### src/hw/track_cfg_pkg.sv
// Constants and carrier types for the button-algorithm tracking configuration slice.
// Assumes a register access port that is synchronous to sys_clk.
package track_cfg_pkg;

  localparam int ADDR_W = 8;
  localparam int DATA_W = 8;

  localparam logic [7:0] LOW_POWER_TRACK_STEP_OFS = 8'h13;
  localparam logic [7:0] CHAN3_GAIN_OFS = 8'h14;
  localparam logic [7:0] NORMAL_POWER_TRACK_STEP_OFS = 8'h15;
  localparam logic [7:0] TRACK_PAUSE_AND_GROUP_SELECT_OFS = 8'h16;
  localparam logic [7:0] OSCILLATION_DIVIDER_OFS = 8'h17;

  localparam logic [2:0] LOW_POWER_TRACK_INCREMENT_RST = 3'h5;
  localparam logic [5:0] CHAN3_SENSITIVITY_RST = 6'h28;
  localparam logic [2:0] NORMAL_POWER_TRACK_INCREMENT_RST = 3'h3;
  localparam logic [3:0] TRACK_HOLD_RST = 4'h0;
  localparam logic [3:0] STRONGEST_GROUP_RST = 4'h0;
  localparam logic [2:0] RESONATOR_FREQ_DIVIDE_RST = 3'h3;

  // Field positions
  localparam int TRACK_INCREMENT_LSB = 0;
  localparam int SENSITIVITY_LSB = 0;
  localparam int TRACK_HOLD_LSB = 4;
  localparam int STRONGEST_GROUP_LSB = 0;
  localparam int FREQ_DIVIDE_LSB = 0;

  localparam int NUM_CHAN = 4;
  localparam int CYCLE_COUNT_W = 12;

  typedef struct packed {
    logic write;
    logic read;
    logic [ADDR_W-1:0] addr;
    logic [DATA_W-1:0] wdata;
  } reg_req_t;

  typedef struct packed {
    logic valid;
    logic [DATA_W-1:0] rdata;
  } reg_rsp_t;

endpackage

### src/hw/sample_window_timer.sv
// Sampling window timer: prescales resonator ticks by two to the divide setting
// and counts sensor cycles of prescaled ticks. Inputs are synchronous to sys_clk.
`timescale 1ns/1ps
`default_nettype none
module sample_window_timer #(
  parameter int CW = track_cfg_pkg::CYCLE_COUNT_W
) (
  input wire logic sys_clk,
  input wire logic resetn,
  input wire logic oscTick,
  input wire logic [2:0] freqDivide,
  input wire logic [CW-1:0] sensorCycleCount,
  output logic windowDone
);
  import track_cfg_pkg::*;

  logic [7:0] prescale_q;
  logic [7:0] prescale_d;
  logic [7:0] prescaleLast;
  logic [CW-1:0] cycles_q;
  logic [CW-1:0] cycles_d;
  logic [CW-1:0] cycleLast;
  logic divTick;
  logic lastCycle;
  logic windowDone_q;

  assign prescaleLast = 8'((9'h001 << freqDivide) - 9'h001);
  assign divTick = oscTick && (prescale_q >= prescaleLast);
  assign prescale_d = !oscTick ? prescale_q : (divTick ? 8'h00 : 8'(prescale_q + 8'h01));
  // A zero count would wrap to the largest count, so it behaves as one cycle
  assign cycleLast = (sensorCycleCount == '0) ? '0 : CW'(sensorCycleCount - 1'b1);
  assign lastCycle = divTick && (cycles_q >= cycleLast);
  assign cycles_d = !divTick ? cycles_q : (lastCycle ? '0 : CW'(cycles_q + 1'b1));

  always_ff @(posedge sys_clk or negedge resetn) begin
    if (!resetn) begin
      prescale_q <= 8'h00;
      cycles_q <= '0;
      windowDone_q <= 1'b0;
    end else begin
      prescale_q <= prescale_d;
      cycles_q <= cycles_d;
      windowDone_q <= lastCycle;
    end
  end

  assign windowDone = windowDone_q;

endmodule
`default_nettype wire

### src/hw/button_algo_tracking_config_regs.sv
// Tracking, gain, pause, group and divider configuration of the button algorithm.
// Assumes the serial front end issues one-cycle read/write strobes on sys_clk.
// Overview of operation
// - Low-power tracking increment is bits 2-0 of its register, reset 5h.
// - Channel 3 gain is six bits 5-0, reset 28h, fed to detection.
// - Normal-power tracking increment is bits 2-0; register resets to 03h.
// - Set hold bit (7..4 for channels 3..0) stops tracking while output asserted.
// - Clear hold bit keeps tracking regardless of that channel's output while press detection is enabled.
// - Bits 3..0 put channels 3..0 in the strongest-press group when set, while press detection is enabled.
// - Divider bits 2-0, reset 3h, with cycle count set window length.
// - Button outputs show events only while press detection is enabled.
`timescale 1ns/1ps
`default_nettype none
module button_algo_tracking_config_regs #(
  parameter int CW = track_cfg_pkg::CYCLE_COUNT_W
) (
  input wire logic sys_clk,
  input wire logic resetn,
  input wire track_cfg_pkg::reg_req_t regReq,
  output var track_cfg_pkg::reg_rsp_t regRsp,
  input wire logic pressDetectEnable,
  input wire logic lowPowerMode,
  input wire logic [3:0] pressDetected,
  input wire logic oscTick,
  input wire logic [CW-1:0] sensorCycleCount,
  output logic [3:0] buttonOutput,
  output logic [3:0] trackEnable,
  output logic [2:0] trackStep,
  output logic [5:0] chan3Sensitivity,
  output logic [3:0] strongestGroup,
  output logic windowDone
);
  import track_cfg_pkg::*;

  logic [2:0] lowPowerTrackIncrement_q;
  logic [5:0] chan3Gain_q;
  logic [2:0] normalPowerTrackIncrement_q;
  logic [3:0] trackHold_q;
  logic [3:0] strongestGroupBits_q;
  logic [2:0] resonatorFreqDivide_q;
  logic [3:0] buttonOutput_q;
  logic [3:0] buttonOutput_d;
  logic [3:0] trackEnable_q;
  logic [3:0] trackEnable_d;
  logic [2:0] trackStep_q;
  logic [2:0] trackStep_d;
  logic [5:0] chan3Sensitivity_q;
  logic [3:0] strongestGroup_q;
  reg_rsp_t regRsp_q;
  reg_rsp_t regRsp_d;
  logic [7:0] readData;
  logic wrLowStep;
  logic wrGain;
  logic wrNormStep;
  logic wrPauseGroup;
  logic wrDivide;
  logic windowDoneRaw;
  logic windowDone_q;

  function automatic logic hit(input reg_req_t req, input logic [7:0] ofs);
    hit = req.write && (req.addr == ofs);
  endfunction

  assign wrLowStep = hit(regReq, LOW_POWER_TRACK_STEP_OFS);
  assign wrGain = hit(regReq, CHAN3_GAIN_OFS);
  assign wrNormStep = hit(regReq, NORMAL_POWER_TRACK_STEP_OFS);
  assign wrPauseGroup = hit(regReq, TRACK_PAUSE_AND_GROUP_SELECT_OFS);
  assign wrDivide = hit(regReq, OSCILLATION_DIVIDER_OFS);

  // Reserved bits are not stored and read back as zero
  assign readData =
    (regReq.addr == LOW_POWER_TRACK_STEP_OFS) ? {5'h00, lowPowerTrackIncrement_q} :
    (regReq.addr == CHAN3_GAIN_OFS) ? {2'h0, chan3Gain_q} :
    (regReq.addr == NORMAL_POWER_TRACK_STEP_OFS) ? {5'h00, normalPowerTrackIncrement_q} :
    (regReq.addr == TRACK_PAUSE_AND_GROUP_SELECT_OFS) ? {trackHold_q, strongestGroupBits_q} :
    (regReq.addr == OSCILLATION_DIVIDER_OFS) ? {5'h00, resonatorFreqDivide_q} :
    8'h00;
  assign regRsp_d = '{valid: regReq.read, rdata: regReq.read ? readData : 8'h00};

  assign buttonOutput_d = pressDetectEnable ? pressDetected : 4'h0;
  // Hold only bites on a channel whose output is currently asserted; a held channel
  // resumes one cycle after its output drops, because the output is registered
  for (genvar ch = 0; ch < NUM_CHAN; ch++) begin : g_chan
    assign trackEnable_d[ch] =
      pressDetectEnable && !(trackHold_q[ch] && buttonOutput_q[ch]);

    chk_hold_chan: assert property (@(posedge sys_clk) disable iff (!resetn)
      trackHold_q[ch] && buttonOutput_q[ch] |=> !trackEnable_q[ch])
      else $error("held channel kept tracking");

    chk_free_chan: assert property (@(posedge sys_clk) disable iff (!resetn)
      resetn && pressDetectEnable && !trackHold_q[ch] |=> trackEnable_q[ch])
      else $error("free channel stopped tracking");
  end
  assign trackStep_d = lowPowerMode ? lowPowerTrackIncrement_q
                                    : normalPowerTrackIncrement_q;

  always_ff @(posedge sys_clk or negedge resetn) begin
    if (!resetn) begin
      lowPowerTrackIncrement_q <= LOW_POWER_TRACK_INCREMENT_RST;
      chan3Gain_q <= CHAN3_SENSITIVITY_RST;
      normalPowerTrackIncrement_q <= NORMAL_POWER_TRACK_INCREMENT_RST;
      trackHold_q <= TRACK_HOLD_RST;
      strongestGroupBits_q <= STRONGEST_GROUP_RST;
      resonatorFreqDivide_q <= RESONATOR_FREQ_DIVIDE_RST;
    end else begin
      if (wrLowStep) begin
        lowPowerTrackIncrement_q <= regReq.wdata[TRACK_INCREMENT_LSB +: 3];
      end
      if (wrGain) begin
        chan3Gain_q <= regReq.wdata[SENSITIVITY_LSB +: 6];
      end
      if (wrNormStep) begin
        normalPowerTrackIncrement_q <= regReq.wdata[TRACK_INCREMENT_LSB +: 3];
      end
      if (wrPauseGroup) begin
        trackHold_q <= regReq.wdata[TRACK_HOLD_LSB +: 4];
        strongestGroupBits_q <= regReq.wdata[STRONGEST_GROUP_LSB +: 4];
      end
      if (wrDivide) begin
        resonatorFreqDivide_q <= regReq.wdata[FREQ_DIVIDE_LSB +: 3];
      end
    end
  end

  always_ff @(posedge sys_clk or negedge resetn) begin
    if (!resetn) begin
      buttonOutput_q <= 4'h0;
      trackEnable_q <= 4'h0;
      trackStep_q <= NORMAL_POWER_TRACK_INCREMENT_RST;
      chan3Sensitivity_q <= CHAN3_SENSITIVITY_RST;
      strongestGroup_q <= STRONGEST_GROUP_RST;
      regRsp_q <= '0;
      windowDone_q <= 1'b0;
    end else begin
      buttonOutput_q <= buttonOutput_d;
      trackEnable_q <= trackEnable_d;
      trackStep_q <= trackStep_d;
      chan3Sensitivity_q <= chan3Gain_q;
      strongestGroup_q <= pressDetectEnable ? strongestGroupBits_q : 4'h0;
      regRsp_q <= regRsp_d;
      windowDone_q <= windowDoneRaw;
    end
  end

  sample_window_timer #(
    .CW(CW)
  ) u_window (
    .sys_clk(sys_clk),
    .resetn(resetn),
    .oscTick(oscTick),
    .freqDivide(resonatorFreqDivide_q),
    .sensorCycleCount(sensorCycleCount),
    .windowDone(windowDoneRaw)
  );

  assign buttonOutput = buttonOutput_q;
  assign trackEnable = trackEnable_q;
  assign trackStep = trackStep_q;
  assign chan3Sensitivity = chan3Sensitivity_q;
  assign strongestGroup = strongestGroup_q;
  assign regRsp = regRsp_q;
  assign windowDone = windowDone_q;

  chk_low_step: assert property (@(posedge sys_clk) disable iff (!resetn)
    wrLowStep && lowPowerMode ##1 lowPowerMode |=> trackStep_q == $past(regReq.wdata[2:0], 2))
    else $error("low-power increment not applied");

  chk_norm_step: assert property (@(posedge sys_clk) disable iff (!resetn)
    wrNormStep && !lowPowerMode ##1 !lowPowerMode |=> trackStep_q == $past(regReq.wdata[2:0], 2))
    else $error("normal-power increment not applied");

  chk_gain_path: assert property (@(posedge sys_clk) disable iff (!resetn)
    wrGain |=> ##1 chan3Sensitivity_q == $past(regReq.wdata[5:0], 2))
    else $error("channel 3 gain not applied");

  chk_hold_stops: assert property (@(posedge sys_clk) disable iff (!resetn)
    ##1 (($past(trackHold_q & buttonOutput_q) & trackEnable_q) == 4'h0))
    else $error("tracking ran on a held asserted channel");

  chk_no_hold: assert property (@(posedge sys_clk) disable iff (!resetn)
    resetn && pressDetectEnable && trackHold_q == 4'h0 |=> trackEnable_q == 4'hf)
    else $error("tracking stopped with hold cleared");

  chk_group_bits: assert property (@(posedge sys_clk) disable iff (!resetn)
    wrPauseGroup && pressDetectEnable ##1 pressDetectEnable
      |=> strongestGroup_q == $past(regReq.wdata[3:0], 2))
    else $error("group membership not applied");

  chk_out_gated: assert property (@(posedge sys_clk) disable iff (!resetn)
    !pressDetectEnable |=> buttonOutput_q == 4'h0 && trackEnable_q == 4'h0)
    else $error("output event while detection disabled");

  chk_out_follow: assert property (@(posedge sys_clk) disable iff (!resetn)
    resetn && pressDetectEnable |=> buttonOutput_q == $past(pressDetected))
    else $error("button output does not follow detection");

  chk_div_readback: assert property (@(posedge sys_clk) disable iff (!resetn)
    wrDivide ##1 (regReq.read && regReq.addr == OSCILLATION_DIVIDER_OFS && !regReq.write)
      |=> regRsp_q.valid && regRsp_q.rdata == {5'h00, $past(regReq.wdata[2:0], 2)})
    else $error("divider readback wrong");

  chk_low_select: assert property (@(posedge sys_clk) disable iff (!resetn)
    resetn && lowPowerMode |=> trackStep_q == $past(lowPowerTrackIncrement_q))
    else $error("low-power increment not selected");

  chk_norm_select: assert property (@(posedge sys_clk) disable iff (!resetn)
    resetn && !lowPowerMode |=> trackStep_q == $past(normalPowerTrackIncrement_q))
    else $error("normal-power increment not selected");

  chk_low_read: assert property (@(posedge sys_clk) disable iff (!resetn)
    regReq.read && regReq.addr == LOW_POWER_TRACK_STEP_OFS
      |=> regRsp_q.valid && regRsp_q.rdata == {5'h00, $past(lowPowerTrackIncrement_q)})
    else $error("low-power increment readback wrong");

  chk_gain_read: assert property (@(posedge sys_clk) disable iff (!resetn)
    regReq.read && regReq.addr == CHAN3_GAIN_OFS
      |=> regRsp_q.valid && regRsp_q.rdata == {2'h0, $past(chan3Gain_q)})
    else $error("channel 3 gain readback wrong");

  chk_pause_read: assert property (@(posedge sys_clk) disable iff (!resetn)
    regReq.read && regReq.addr == TRACK_PAUSE_AND_GROUP_SELECT_OFS
      |=> regRsp_q.valid
        && regRsp_q.rdata == {$past(trackHold_q), $past(strongestGroupBits_q)})
    else $error("hold and group readback wrong");

  chk_window_tick: assert property (@(posedge sys_clk) disable iff (!resetn)
    windowDone_q |-> $past(oscTick, 2))
    else $error("window ended without a resonator tick");

endmodule
`default_nettype wire

### config.mk
export PLATFORM = sky130hd
export DESIGN_NAME = button_algo_tracking_config_regs
export DESIGN_NICKNAME = d
export VERILOG_FILES = /design/src/hw/track_cfg_pkg.sv /design/src/hw/sample_window_timer.sv /design/src/hw/button_algo_tracking_config_regs.sv
export SDC_FILE = /design/constraint.sdc
export NUM_CORES = 1
export LEC_CHECK = 0
export ABC_CLOCK_PERIOD_IN_PS = 5800
export BUFFER_PORTS_ARGS = -buffer_cell sky130_fd_sc_hd__buf_2
export CAP_MARGIN = 25
export CORE_MARGIN = 2
export CORE_UTILIZATION = 50
export CTS_CLUSTER_SIZE = 24
export DETAILED_ROUTE_END_ITERATION = 12
export GPL_TIMING_DRIVEN = 0
export PLACE_DENSITY = 0.79
export SYNTH_ARGS = -nofsm -noshare
export SYNTH_HDL_FRONTEND = slang
export SYNTH_SLANG_ARGS = --single-unit
### constraint.sdc
create_clock -name sys_clk -period 5.8 [get_ports sys_clk]
set_input_delay 1.45 -clock sys_clk [delete_from_list [all_inputs] [get_ports sys_clk]]
set_output_delay 1.45 -clock sys_clk [all_outputs]
set_load 0.02 [all_outputs]
==> results.yml <==
synth:
  ys_ff_latch: 75
  post_synth.cell_area_avg_um2: 11.4
  synthCells: 341
  yosys_most_used_dff: "dfrtp_1"
  synth_nets: 405
  syn_area_um2: 3870
  synth-edff-count: 0
  synth_warnings: 0
  synth_cell_types: 59
  seq_area_frac_synth_pct: 48.9
  synth_async_sr_flop_share_pct: 100
setup_path:
  worstPathCellList: "buf_2 > or3_4 > or4_4 > nor2_4 > nand4b_4 > and2_1 > ha_1 > nand2b_1 > a21o_1 > a211o_1 > a211oi_4 > nand2_2 > o22ai_1"
  crit_arrival_ps: 4450
  crit_fanout: 7
  required_ps: 6070
  slowest_delay_ps: 450
  end_kind: "flop"
  cp.buffers_inverters: 1
  cpLargestDelayFamily: "simple AND/OR/NAND/NOR gates"
  start_kind: "input port"
  slowest_stage: "or4_4"
  crit_type: "input port to flop"
global_route:
  track_usage_pct: 19.1
  grt_pass1_wl_mm: 12.8
  grt_pass1_vias: 2797
  antenna_found_initial: 0
  grt_max_degree: 76
  gr-total-overflow: 0
cells_and_area:
  utilization_pct: 60.0
  fillers: 622
  final_nets: 484
  antennaDiodeCount: 0
  drive_gt1_share_pct: 33.6
  final-seq-area_um2: 1890
  syn_to_final_growth_pct: 17.9
  multi_input_area_um2: 1910
sta:
  hold-worst-slack_ps: 360
  max_freq_mhz: 239
  hold_viol: 0
  rsz0062_at_grt: "no"
  setup_violations: 0
  finalMaxSlewViolations: 0
  clock-skew-final_ps: 11.4
  finalCriticalPeriod_ps: 4180
  period_share_pct: 72.1
  worst_pin_slew_ps: 892
  max_slew_margin_pct: 40.6
  fin_tns_setup_ps: 0
drt:
  drtIter0Drc: 197
  ant_nets: 0
  drcViolationCount: 0
  drt_first_pass_iters: 4
  routed_wl_mm: 7.60
  wl_per_cell_um: 14.4
  viasPerCell: 5.36
  vias: 2825
die:
  die_area_um2: 8460
  fp.coreArea_um2: 7610
  start_util_pct: 50.9
  num_rows: 32
  dieHeight_um: 92.0
  io_pins: 70
  dieWidth_um: 92.0
outcome:
  status: "complete, no violations"
placement:
  io_buffers: 68
  dp_hpwl_mm: 5.68
  globalplace.congestion: 0.811
pwr:
  power_density_nw_per_um2: 292
  p_leak_nw: 2.33
  ir_drop_v: 0.000168
cts:
  root_buffer: "clkbuf_8"
  cts_max_path_buffers: 2
  clkTransAtPathRegs_ps: 90
  cts_resized: 0
  cts_hold_buf: 0
  cts_setup_buffers: 0
  clk_latency_ps: 350
  htree_levels: 3
  numCtsBuffers: 9
  clock_sinks: 75
  cts_tree: "built"
worst_hold_path:
  hold_path.class: "flop to flop"
job:
  max_cap_violations: 0
==> placed cells by master (no fill, tap or decap), types with 6 or more instances in the layout <==
cell type / n
mux2_2: 27
nor2_1: 24
nand4_1: 6
nand3_1: 10
ha_1: 25
dfrtp_1: 63
buf_2: 68
a21oi_1: 9
and3_1: 8
dfstp_2: 12
clkbuf_8: 9
xor2_1: 15
nand2b_1: 9
and2_1: 13
inv_1: 7
nand2_1: 28
==> registers in the layout (all words and copies together) (netlist names) <==
| register | count |
|---|---|
| buttonOutput | 4 |
| chan3Gain_q | 6 |
| chan3Sensitivity | 6 |
| lowPowerTrackIncrement_q | 3 |
| normalPowerTrackIncrement_q | 3 |
| regRsp | 9 |
| resonatorFreqDivide_q | 3 |
| strongestGroup | 4 |
| strongestGroupBits_q | 4 |
| trackEnable | 4 |
| trackHold_q | 4 |
| trackStep | 3 |
| u_window.cycles_q | 12 |
| u_window.prescale_q | 8 |
| u_window.windowDone | 1 |
| windowDone | 1 |
==> routing by layer <==
metal  global-route usage [%]  wire length [um]
met2                     32.1              3750
met1                     23.6              3350
met3                     4.35               346
met4                     7.96               145
met5                        0                 0
==> cell usage after synthesis (6+ instances only) <==
library cell	count	area (um2)
ha_1	25	313
inv_1	7	26.3
nand4_1	6	37.5
dfstp_2	12	315
and3_1	8	50.1
mux2_2	27	304
nand3_1	10	50.1
nor2_1	24	90.1
dfrtp_1	63	1580
a21oi_1	9	45.0
nand2b_1	9	56.3
and2_1	13	81.3
xor2_1	15	131
nand2_1	28	105
==> path summary, 6_finish.rpt <==
kind / cells after the start / to / start / slack (ps)
worst max register to register: 13 / u_window.cycles_q[8] / resonatorFreqDivide_q[0] / 2380
worst max-delay path: 13 / u_window.cycles_q[3] / sensorCycleCount[6] / 1620
min in group asynchronous: 1 / chan3Sensitivity[0] / resetn / 1220
worst min register to register: 0 / windowDone / u_window.windowDone / 360
max in group asynchronous: 1 / resonatorFreqDivide_q[2] / resetn / 4000
worst min-delay path: 0 / windowDone / u_window.windowDone / 360
==> power by group <==
group	internal (mW)	leakage (nW)	switching (mW)	total, mW
combinational	0.119	1.25	0.153	0.271
sequential	0.570	0.966	0.0464	0.617
clock	0.245	0.114	0.201	0.447
total	0.934	2.33	0.401	1.33
==> cell type report <==
cell class | count | area share (%)
Buffer | 8 | 0.932
Clock buffer | 9 | 2.71
Clock inverter | 7 | 2.19
Inverter | 8 | 0.658
Multi-Input combinational cell | 250 | 41.8
Sequential cell | 75 | 41.4
Tap cell | 102 | 2.80
Timing Repair Buffer | 68 | 7.51
==> through the flow <==
stage	total power, mW	area, um2	setup slack, ps	instances
floorplan	0.808	3870	1590	341
global placement	0.881	4340	1320	511
detailed placement	0.897	4340	1270	511
CTS	1.34	4570	1630	527
global route	1.42	4570	1430	527
finish	1.33	4570	1620	527
==> kinds of logic after synthesis <==
| group | after synthesis | share of synthesized area [%] |
|---|---|---|
| flip-flops | 75 | 48.9 |
| buffers and inverters | 16 | 1.87 |
| multiplexers | 34 | 10.0 |
| AO/OA/AOI/OAI | 47 | 9.11 |
| adder cells (fa/ha/maj) | 25 | 8.08 |
| other | 1 | 0.0969 |
| AND/OR/NAND/NOR | 123 | 17.4 |
| XOR/XNOR | 20 | 4.52 |
==> worst register-to-register path: stages, from the launching register on <==
cell	delay, ps
dfstp_2	360
clkbuf_1	170
or3_1	410
ha_1	190
clkbuf_1	170
nor3_1	170
a21oi_1	60
o21a_1	190
ha_1	280
nand4_1	90
o31ai_1	490
nand2_1	290
nor2_2	340
nor2_1	90
No activity file was read; power rests on OpenSTA's default activity.
